## src/hw/i2c_port_pkg.sv

```systemverilog
package i2c_port_pkg;

    // ------------------------------------------------------------
    // mode encodings and reset values
    // ------------------------------------------------------------
    localparam logic [3:0] MODE_MASTER = 4'h8;
    localparam logic [3:0] MODE_SLAVE7 = 4'h6;
    localparam logic [3:0] MODE_SLAVE10 = 4'h7;
    localparam logic [6:0] BAUD_RESET = 7'h00;
    localparam logic [7:0] BYTE_RESET = 8'h00;
    localparam logic [7:0] GENERAL_CALL_ADDR = 8'h00;
    localparam logic [3:0] BIT_COUNT_LAST = 4'h8;
    localparam logic [3:0] BIT_COUNT_RESET = 4'h0;
    localparam logic [1:0] PHASE_RESET = 2'h0;
    // baud counter steps on two phases of a four-phase instruction cycle
    localparam int PHASES_PER_CYCLE = 4;
    localparam logic [1:0] PHASE_Q2 = 2'h1;
    localparam logic [1:0] PHASE_Q4 = 2'h3;
    // fixed-width bit positions in the write-control group
    localparam int CTRL_LOW_BITS = 5;

    // ------------------------------------------------------------
    // carriers
    // ------------------------------------------------------------
    typedef struct packed {
        logic [3:0] port_mode_select;
        logic port_enable;
        logic general_call_enable;
        logic start_request;
        logic stop_request;
    } control_type;

    typedef struct packed {
        logic buffer_full_flag;
        logic write_collision_flag;
        logic bus_collision_flag;
        logic serial_port_irq_flag;
        logic update_address_flag;
        logic ack_received_status;
        logic start_seen;
        logic stop_seen;
        logic general_call_hit;
        logic start_request;
        logic stop_request;
    } status_type;

    typedef enum logic [8:0] {
        ST_IDLE = 9'h001,
        ST_START_WAIT = 9'h002,
        ST_START_HOLD = 9'h004,
        ST_TX_LOW = 9'h008,
        ST_TX_HIGH = 9'h010,
        ST_STOP_LOW = 9'h020,
        ST_STOP_HIGH = 9'h040,
        ST_STOP_DONE = 9'h080,
        ST_HOLD = 9'h100
    } master_state_type;

endpackage

```

## src/hw/i2c_port.sv

```systemverilog
`timescale 1ns/10ps
// Function
// - all-zero address with write bit is a fixed general call match
// - general call matches only while general call enable is set
// - on general call: byte to buffer, buffer full, irq at ninth fall
// - 10-bit slave general call leaves update-address clear, no 2nd byte
// - start-seen and stop-seen clear on reset and when port disabled
// - master irq on start done, stop done and byte done after the ack bit
// - no queueing: buffer write during pending start is dropped, write_collision_flag set
// - master sends 7-bit address then read/write bit, 0 write, 1 read
// - bytes are eight bits, each followed by one acknowledge bit
// - baud reload from low seven address bits; starts on buffer write
// - baud counter steps on Q2 and Q4 down to zero, then stops
// - master reload is automatic, waits for scl sampled high
// - start: lines high load counter; high at timeout pull sda low
// - then one more period; clear start request, keep sda low
// - scl low before sda driven low: bus collision, back to idle
// - buffer write during start keeps buffer, sets write collision
// - start and stop request bit writes ignored while start is in progress
// - after eight bits sample ack into status, irq after ninth clock
// - stop request makes stop condition, irq once it completes
// - transfer ends with stop only, no repeated start, bus kept until the stop
// - own address compares shift bits 7:1 at eighth scl fall
// - ack status cleared on sda low, set on sda high
module i2c_port (
    input wire logic clk_sys,
    input wire logic rst,
    input wire logic clk_link,
    input wire i2c_port_pkg::control_type ctrl,
    input wire logic ctrl_write,
    input wire logic [7:0] address_baud_reg,
    input wire logic [7:0] buffer_wdata,
    input wire logic buffer_write,
    input wire logic buffer_read,
    input wire logic irq_clear,
    input wire logic write_collision_flag_clear,
    input wire logic bcol_clear,
    input wire logic sda_in,
    input wire logic scl_in,
    output logic sda_out,
    output logic sda_oe,
    output logic scl_out,
    output logic scl_oe,
    output logic [7:0] serial_buffer,
    output i2c_port_pkg::status_type status
);

    // ------------------------------------------------------------
    // state
    // ------------------------------------------------------------
    typedef struct packed {
        i2c_port_pkg::master_state_type mst;
        logic [1:0] phase;
        logic [6:0] baud_counter;
        logic [7:0] serial_shift_reg;
        logic [7:0] serial_buffer;
        logic [3:0] bit_count;
        logic sda_low;
        logic scl_low;
        logic start_request;
        logic stop_request;
        logic general_call_enable;
        logic buffer_full_flag;
        logic write_collision_flag;
        logic bus_collision_flag;
        logic serial_port_irq_flag;
        logic update_address_flag;
        logic ack_received_status;
        logic start_seen;
        logic stop_seen;
        logic general_call_hit;
        logic [1:0] sda_sync;
        logic [1:0] scl_sync;
        logic [1:0] scl_hist;
        logic [1:0] sda_hist;
        logic [1:0] slv_rise_sync;
        logic slv_rise_seen;
        logic [3:0] slv_count;
    } state_type;

    // link-side sampler: flips a toggle on every link clock rise, no scl
    // input and no byte; the system side only synchronises the toggle
    typedef struct packed {
        logic toggle;
    } link_type;

    state_type q, d;
    link_type lq, ld;

    wire logic master_mode;
    wire logic slave_mode;
    wire logic baud_step;
    wire logic baud_zero;
    wire logic sda_s;
    wire logic scl_s;
    wire logic scl_rise;
    wire logic scl_fall;
    wire logic start_cond;
    wire logic stop_cond;
    wire logic start_busy;
    wire logic gc_match;
    wire logic own_match;

    assign master_mode = ctrl.port_enable &&
        ctrl.port_mode_select == i2c_port_pkg::MODE_MASTER;
    assign slave_mode = ctrl.port_enable && !master_mode;
    assign sda_s = q.sda_sync[1];
    assign scl_s = q.scl_sync[1];
    // edge checks read the second stage history only
    assign scl_rise = q.scl_hist == 2'b01;
    assign scl_fall = q.scl_hist == 2'b10;
    assign start_cond = q.scl_hist[0] && q.sda_hist == 2'b10;
    assign stop_cond = q.scl_hist[0] && q.sda_hist == 2'b01;
    assign baud_step = q.phase == i2c_port_pkg::PHASE_Q2 ||
        q.phase == i2c_port_pkg::PHASE_Q4;
    assign baud_zero = q.baud_counter == i2c_port_pkg::BAUD_RESET;
    assign start_busy = q.mst == i2c_port_pkg::ST_START_WAIT ||
        q.mst == i2c_port_pkg::ST_START_HOLD;
    assign gc_match = q.general_call_enable &&
        q.serial_shift_reg == i2c_port_pkg::GENERAL_CALL_ADDR;
    assign own_match = q.serial_shift_reg[7:1] ==
        address_baud_reg[7:1];

    // ------------------------------------------------------------
    // link clock domain: free-running toggle, not used by the slave path
    // ------------------------------------------------------------
    always_comb begin
        ld = lq;
        ld.toggle = ~lq.toggle;
    end

    always_ff @(posedge clk_link or posedge rst) begin
        if (rst) begin
            lq <= '0;
        end else begin
            lq <= ld;
        end
    end

    // ------------------------------------------------------------
    // system domain
    // ------------------------------------------------------------
    always_comb begin
        d = q;
        d.phase = q.phase + 2'h1;
        d.sda_sync = {q.sda_sync[0], sda_in};
        d.scl_sync = {q.scl_sync[0], scl_in};
        d.scl_hist = {q.scl_hist[0], scl_s};
        d.sda_hist = {q.sda_hist[0], sda_s};
        d.slv_rise_sync = {q.slv_rise_sync[0], lq.toggle};
        d.slv_rise_seen = q.slv_rise_sync[1];
        d.general_call_enable = ctrl.general_call_enable;

        // software clears; hardware sets below win over these
        if (irq_clear) begin
            d.serial_port_irq_flag = 1'b0;
        end
        if (write_collision_flag_clear) begin
            d.write_collision_flag = 1'b0;
        end
        if (bcol_clear) begin
            d.bus_collision_flag = 1'b0;
        end
        if (buffer_read) begin
            d.buffer_full_flag = 1'b0;
        end

        // control writes: start and stop request bits locked during a start
        if (ctrl_write && !start_busy) begin
            d.start_request = ctrl.start_request;
            d.stop_request = ctrl.stop_request;
        end

        // baud counter counts down on q2 and q4, stops at zero
        if (!baud_zero && baud_step) begin
            d.baud_counter = q.baud_counter - 7'h01;
        end

        // bus condition monitor
        if (start_cond) begin
            d.start_seen = 1'b1;
            d.stop_seen = 1'b0;
            d.slv_count = i2c_port_pkg::BIT_COUNT_RESET;
            d.general_call_hit = 1'b0;
        end
        if (stop_cond) begin
            d.stop_seen = 1'b1;
            d.start_seen = 1'b0;
        end

        // ---------------- slave receive path ----------------
        if (slave_mode) begin
            // ack clock must not advance the count or the ninth fall is lost
            if (scl_rise && q.slv_count < i2c_port_pkg::BIT_COUNT_LAST) begin
                d.serial_shift_reg = {q.serial_shift_reg[6:0], sda_s};
                d.slv_count = q.slv_count + 4'h1;
            end
            if (scl_fall && q.slv_count == i2c_port_pkg::BIT_COUNT_LAST) begin
                // address compared at the eighth fall
                if (gc_match || own_match) begin
                    d.serial_buffer = q.serial_shift_reg;
                    d.buffer_full_flag = 1'b1;
                    d.general_call_hit = gc_match;
                    // general call in 10-bit mode needs no second byte
                    if (ctrl.port_mode_select == i2c_port_pkg::MODE_SLAVE10
                        && !gc_match) begin
                        d.update_address_flag = 1'b1;
                    end
                    d.sda_low = 1'b1;
                end
                d.slv_count = q.slv_count + 4'h1;
            end
            if (scl_fall && q.slv_count == i2c_port_pkg::BIT_COUNT_LAST +
                4'h1) begin
                if (q.sda_low) begin
                    d.serial_port_irq_flag = 1'b1;
                end
                d.sda_low = 1'b0;
                d.slv_count = i2c_port_pkg::BIT_COUNT_RESET;
            end
        end

        // ---------------- master sequencer ----------------
        case (q.mst)
        i2c_port_pkg::ST_IDLE: begin
            if (master_mode && q.start_request) begin
                if (!sda_s && !scl_s) begin
                    d.bus_collision_flag = 1'b1;
                    d.start_request = 1'b0;
                end else if (sda_s && scl_s) begin
                    d.baud_counter = address_baud_reg[6:0];
                    d.mst = i2c_port_pkg::ST_START_WAIT;
                end
            end else if (master_mode && q.stop_request) begin
                d.sda_low = 1'b1;
                d.scl_low = 1'b1;
                d.baud_counter = address_baud_reg[6:0];
                d.mst = i2c_port_pkg::ST_STOP_LOW;
            end
        end
        i2c_port_pkg::ST_START_WAIT: begin
            if (!scl_s) begin
                d.bus_collision_flag = 1'b1;
                d.start_request = 1'b0;
                d.mst = i2c_port_pkg::ST_IDLE;
            end else if (baud_zero && sda_s) begin
                d.sda_low = 1'b1;
                d.start_seen = 1'b1;
                d.baud_counter = address_baud_reg[6:0];
                d.mst = i2c_port_pkg::ST_START_HOLD;
            end
        end
        i2c_port_pkg::ST_START_HOLD: begin
            if (baud_zero) begin
                d.start_request = 1'b0;
                d.serial_port_irq_flag = 1'b1;
                d.mst = i2c_port_pkg::ST_HOLD;
            end
        end
        i2c_port_pkg::ST_HOLD: begin
            // bus kept low between operations; only a stop, a buffer write or a port disable leaves
            if (q.stop_request) begin
                d.scl_low = 1'b1;
                d.sda_low = 1'b1;
                d.baud_counter = address_baud_reg[6:0];
                d.mst = i2c_port_pkg::ST_STOP_LOW;
            end else if (buffer_write) begin
                d.serial_shift_reg = buffer_wdata;
                d.serial_buffer = buffer_wdata;
                d.buffer_full_flag = 1'b1;
                d.bit_count = i2c_port_pkg::BIT_COUNT_RESET;
                d.scl_low = 1'b1;
                d.sda_low = ~buffer_wdata[7];
                d.baud_counter = address_baud_reg[6:0];
                d.mst = i2c_port_pkg::ST_TX_LOW;
            end
        end
        i2c_port_pkg::ST_TX_LOW: begin
            if (baud_zero) begin
                d.scl_low = 1'b0;
                d.mst = i2c_port_pkg::ST_TX_HIGH;
            end
        end
        i2c_port_pkg::ST_TX_HIGH: begin
            // counter held until scl really reads high
            if (!scl_s) begin
                d.baud_counter = address_baud_reg[6:0];
            end else if (baud_zero) begin
                d.scl_low = 1'b1;
                d.baud_counter = address_baud_reg[6:0];
                d.bit_count = q.bit_count + 4'h1;
                d.mst = i2c_port_pkg::ST_TX_LOW;
                if (q.bit_count == i2c_port_pkg::BIT_COUNT_LAST) begin
                    d.ack_received_status = sda_s;
                    d.serial_port_irq_flag = 1'b1;
                    d.mst = i2c_port_pkg::ST_HOLD;
                end else if (q.bit_count == i2c_port_pkg::BIT_COUNT_LAST
                    - 4'h1) begin
                    d.sda_low = 1'b0;
                    d.buffer_full_flag = 1'b0;
                end else begin
                    d.serial_shift_reg = {q.serial_shift_reg[6:0], 1'b0};
                    d.sda_low = ~q.serial_shift_reg[6];
                end
            end
        end
        i2c_port_pkg::ST_STOP_LOW: begin
            if (baud_zero) begin
                d.scl_low = 1'b0;
                d.baud_counter = address_baud_reg[6:0];
                d.mst = i2c_port_pkg::ST_STOP_HIGH;
            end
        end
        i2c_port_pkg::ST_STOP_HIGH: begin
            if (!scl_s) begin
                d.baud_counter = address_baud_reg[6:0];
            end else if (baud_zero) begin
                d.sda_low = 1'b0;
                d.baud_counter = address_baud_reg[6:0];
                d.mst = i2c_port_pkg::ST_STOP_DONE;
            end
        end
        i2c_port_pkg::ST_STOP_DONE: begin
            if (baud_zero) begin
                d.stop_request = 1'b0;
                d.serial_port_irq_flag = 1'b1;
                d.mst = i2c_port_pkg::ST_IDLE;
            end
        end
        default: begin
            d.mst = i2c_port_pkg::ST_IDLE;
        end
        endcase

        // buffer write rejected while a start is pending
        if (buffer_write && master_mode &&
            q.mst != i2c_port_pkg::ST_HOLD) begin
            d.write_collision_flag = 1'b1;
        end

        // disable drops sequencer, lines, requests and seen bits back to idle
        if (!ctrl.port_enable) begin
            d.start_seen = 1'b0;
            d.stop_seen = 1'b0;
            d.mst = i2c_port_pkg::ST_IDLE;
            d.sda_low = 1'b0;
            d.scl_low = 1'b0;
            d.start_request = 1'b0;
            d.stop_request = 1'b0;
            d.slv_count = i2c_port_pkg::BIT_COUNT_RESET;
        end
    end

    always_ff @(posedge clk_sys or posedge rst) begin
        if (rst) begin
            q <= '0;
            q.mst <= i2c_port_pkg::ST_IDLE;
            q.sda_sync <= 2'b11;
            q.scl_sync <= 2'b11;
            q.scl_hist <= 2'b11;
            q.sda_hist <= 2'b11;
        end else begin
            q <= d;
        end
    end

    // ------------------------------------------------------------
    // outputs: open drain, low or released only
    // ------------------------------------------------------------
    assign sda_out = 1'b0;
    assign scl_out = 1'b0;
    assign sda_oe = q.sda_low;
    assign scl_oe = q.scl_low;
    assign serial_buffer = q.serial_buffer;
    assign status.buffer_full_flag = q.buffer_full_flag;
    assign status.write_collision_flag = q.write_collision_flag;
    assign status.bus_collision_flag = q.bus_collision_flag;
    assign status.serial_port_irq_flag = q.serial_port_irq_flag;
    assign status.update_address_flag = q.update_address_flag;
    assign status.ack_received_status = q.ack_received_status;
    assign status.start_seen = q.start_seen;
    assign status.stop_seen = q.stop_seen;
    assign status.general_call_hit = q.general_call_hit;
    assign status.start_request = q.start_request;
    assign status.stop_request = q.stop_request;

endmodule // i2c_port

```

## config.mk

```make
export PLATFORM = sky130hd
export DESIGN_NAME = i2c_port
export DESIGN_NICKNAME = d
export VERILOG_FILES = /design/src/hw/i2c_port_pkg.sv /design/src/hw/i2c_port.sv
export SDC_FILE = /design/constraint.sdc
export NUM_CORES = 1
export LEC_CHECK = 0
export BUFFER_PORTS_ARGS = -buffer_cell sky130_fd_sc_hd__buf_2
export CORE_AREA = 4 4 133 135
export DETAILED_ROUTE_END_ITERATION = 16
export DIE_AREA = 0 0 137 139
export SKIP_LAST_GASP = 1
export SYNTH_ARGS = -nofsm -noshare
export SYNTH_HDL_FRONTEND = slang
export SYNTH_SLANG_ARGS = --single-unit
```

## constraint.sdc

```tcl
create_clock -name clk_sys -period 7.6 [get_ports clk_sys]
set_clock_uncertainty 0.15 [all_clocks]
set_input_delay 1.9 -clock clk_sys [delete_from_list [all_inputs] [get_ports clk_sys]]
set_output_delay 1.9 -clock clk_sys [all_outputs]
set_load 0.05 [all_outputs]
```

-- After elaboration in Yosys (flattened, before gate mapping)
Cells that the tools add are included.
- register bits after elaboration: 64
- output and inout port bits: 23
- word-level logic and storage cells: 231
- input port bits: 35
- eq/ne operators: 45
- order comparisons: 1
- add/subtract/negate cells: 4
- muxes and demuxes: 116
- reductions and logical operators: 38
- bitwise gates (word level): 2
- operator list (kind ; number):
    $mux W9 ; 18
    $pmux W9 S9 ; 1
    $mux W7 ; 11
    $mux W8 ; 7
    $mux W1 ; 49
    $pmux W7 S6 ; 1
    $ne A3 B3 Y1 const B ; 10
    $mux W29 ; 1
    $mux W4 ; 7
    $mux W20 ; 1
    $logic_and A1 B1 Y1 ; 18
    $eq A4 B4 Y1 const B ; 4
    $mux W16 ; 1
    $ne A4 B4 Y1 const B ; 4
    $pmux W8 S2 ; 1
    $mux W15 ; 1
    $mux W2 ; 7
    $reduce_and A13 Y1 ; 1
    $mux W6 ; 2
    $eq A9 B1 Y1 const B ; 1
    $eq A9 B2 Y1 const B ; 1
    $eq A9 B3 Y1 const B ; 1
    $eq A9 B4 Y1 const B ; 1
    $eq A9 B5 Y1 const B ; 1
    other kinds (34) ; 56

-- Depth between registers and ports, before layout
- word-level depth: 12
- gate-level depth with buffers: 9
- depth with buffers taken out: 8

-- Worst setup path before layout
OpenSTA, ideal clock, no wires.
- path type: input to register
- start point: input port ctrl[4] (netlist bit)
- end point: register q[61] (netlist bit)
- data arrival time: 3.593 ns
- setup slack: 3.736 ns
- stages on the path: 6
- path through: or4b_2 -> a21oi_1 -> o22ai_1 -> nor4_4 -> o221ai_1 -> o211a_1
- longest elaborated chain between the ends: 6
- elaborated cells on any way between the ends: 11
- those cells by class: eq/ne (4); mux (3); reduce/logical (4)
- ends and longest elaborated chain (what ; RTL line ; RTL):
    start: declaration ; i2c_port.sv:29 ; input wire i2c_port_pkg::control_type ctrl,
    $eq A4 B4 Y1 (*) ; i2c_port.sv:105 ; ctrl.port_mode_select == i2c_port_pkg::MODE_MASTER;
    $logic_and A1 B1 Y1 (*) ; i2c_port.sv:104 ; assign master_mode = ctrl.port_enable &&
    $logic_and A1 B1 Y1 ; i2c_port.sv:226 ; if (master_mode && q.start_request) begin
    $mux W9 ; i2c_port.sv:226 ;
    $pmux W9 S9 ; i2c_port.sv:224 ; case (q.mst)
    $mux W9 ; i2c_port.sv:342 ; if (!ctrl.port_enable) begin
    end: declaration ; i2c_port.sv:87 ; state_type q, d;
Every way passes the cells marked *; elsewhere a longest branch is shown, timed or not.
A chain may end at the register's enable or synchronous reset.

==> results.yml <==
placed_design:
  dp_hpwl_mm: 8.39
  routabilityCongestion: 0.884
  dp_cells: 689
  port_buffers: 54
cells_and_area:
  fin_nets: 523
  antenna_cells: 0
  fillCellCount: 1792
  instances_no_fill: 705
  syn_to_final_growth_pct: 14.5
  drive_above_1_share_pct: 20.6
yosys:
  ys_seq_area_share_pct: 39.4
  synth_cell_types: 71
  synth_edf_count: 0
  ys_ff_latch: 64
  synth_top_area_share_pct: 33.6
  yosys_warnings: 0
  async_flop_share_pct: 100
  synthCells: 452
  synth_largest_area_cell: "dfrtp_1"
  ys.flop_type: "dfrtp_1"
  syn_avg_cell_area_um2: 9.05
  ys_top_cells_by_area: "dfrtp_1 (34%), dfstp_2 (5.8%), buf_4 (3.9%)"
  synth.cell_area_um2: 4090
critical_path:
  endpoint_kind: "register"
  critical_path_class: "in -> reg"
  crit_path_start_kind: "primary input"
  path_max_fanout: 7
  critPathArrivalTime_ns: 4.08
  cp_data_required_time_ns: 7.67
routing:
  dr_total_vias: 3513
  totalWireLength_mm: 11.1
  drt_first_pass_iters: 5
  viasPerCell: 4.98
  wl_per_cell_um: 15.7
  drcViolationCount: 0
  drtIter0Drc: 305
  ant_nets: 0
sta:
  finalCriticalPeriod_ns: 4.02
  tns_ns: 0
  tightest_slew_ns: 1.07
  fin_crit_sh_pct: 52.9
  fmaxAchievable_mhz: 249
  slew_headroom_pct: 28.3
  setup_viol: 0
  timing.hold.ws_ns: 0.204
  rsz0062_at_grt: "false"
  drv_slew: 0
  report.final.hold_viol_count: 0
clock_network:
  cts.clk_slew.worst_paths_ns: 0.06
  clockBufferDepth: 2
  clkLatencyLatePin_ns: 0.33
  post_cts_buffers: 0
  ctsHtreeMaxLevel: 3
  cts_resized: 0
  cts_buffers: 9
  cts-root-buf: "clkbuf_16"
  clock-sinks: 64
  cts_tree: "done"
  hold_buffers: 0
global_route:
  antenna_found_initial: 0
  track_usage_pct: 11.8
  overflow: 0
  grt_start_max_net_pins: 65
  grt_pass1_wl_mm: 17.9
  grt_pass1_vias: 3370
power_and_ir_drop:
  power_leakage_uw: 0.00219
  irDropWorstVdd_mv: 0.137
  p_per_area_nw_per_um2: 258
floorplanning:
  fp.coreArea_um2: 16500
  ios: 58
  dieArea_um2: 19000
  start_util_pct: 24.9
  dieHeight_um: 139
  die_w_um: 137
  num_rows: 47
min_path:
  min-delay-path-class: "reg -> reg"
flow_run:
  drv_cap: 0
outcome:
  status: "complete, no violations"
==> registers in the layout, summed over array words and instances (netlist names) <==
name           count
q                 37
status            11
serial_buffer      8
d                  6
scl_oe             1
sda_oe             1
==> cell usage after synthesis, drive strengths merged (10+ instances only) <==
library cell,count
xor2,10
o21ai,29
nor2b,13
a21oi,20
clkbuf,12
buf,27
nand3,15
inv,32
mux2i,12
nand2,33
nor2,26
nor3,18
dfrtp,55
==> cells in the final DEF, fill, tap and decap left out, drive strengths merged, types with 5 or more instances in the layout <==
cell,Yosys,final
clkbuf,12,10
xnor2,9,9
ha,8,8
nor3,18,18
a21o,6,6
o221ai,9,9
xor2,10,10
inv,32,32
and3,7,7
mux2i,12,12
nand4,8,8
or2,5,5
nor2,26,26
a21oi,20,20
buf,27,55
dfstp,9,9
nor2b,13,13
o22ai,8,8
o21ai,29,29
or3,5,5
and2,8,8
nand3,15,15
nand2,33,33
dfrtp,55,55
==> final cells by class <==
cell class              instances  area (µm²)  share of cell area (%)
clock buffers                  10         239                    5.10
clock inverters                 6        35.0                   0.748
inverters                      32         120                    2.56
multi-input cells             318        2120                    45.4
flip-flops and latches         64        1610                    34.4
well taps                     220         275                    5.88
repair buffers                 55         278                    5.93
==> stage by stage <==
| stage | total power (µW) | setup WS [ns] | utilization (%) | instance area, µm² |
|---|---|---|---|---|
| floorplan | 749 | 3.74 | - | 4100 |
| global placement | 829 | 3.37 | 26.8 | 4410 |
| detailed placement | 835 | 3.23 | 26.8 | 4410 |
| CTS | 1220 | 3.64 | 28.4 | 4680 |
| global route | 1290 | 3.37 | 28.4 | 4680 |
| finish | 1210 | 3.58 | 28.4 | 4680 |
==> worst paths after layout <==
| kind | start | endpoint | depth (start not counted) | slack (ns) |
|---|---|---|---|---|
| worst min-delay path | d[12] | d[9] | 0 | 0.20 |
| worst max register to register | q[61] | q[60] | 6 | 4.32 |
| worst max-delay path | ctrl[4] | q[50] | 5 | 3.58 |
| max in group asynchronous | rst | q[63] | 3 | 5.11 |
| min in group asynchronous | rst | serial_buffer[1] | 3 | 1.65 |
| worst min register to register | d[12] | d[9] | 0 | 0.20 |
==> power breakdown <==
part           internal, µW  switching (µW)  total (µW)
registers               385            58.9         444
clock network           227             148         375
logic                   164             227         392
==> kinds of logic after synthesis <==
group	synth area share, %
compound gates	17.9
xor+xnor	4.07
fa+ha+maj	2.45
buf+inv	8.77
flops	39.4
mux	4.04
other cells	0.0916
simple gates	23.3
==> layer usage <==
metal	vias up	share of wire [%]	global-route usage, %
met5	-	0	0
met4	0	1.4	2.94
met3	15	7.3	3.23
met2	151	44	17.2
met1	1688	47	17.1
li1	1659	-	-
==> critical path: stages <==
cell and delay (ns):
buf_2 0.11, nor4b_1 0.78, nand2_1 0.40, o311ai_2 0.52, mux2_1 0.37
(Power assumes the default switching activity.)
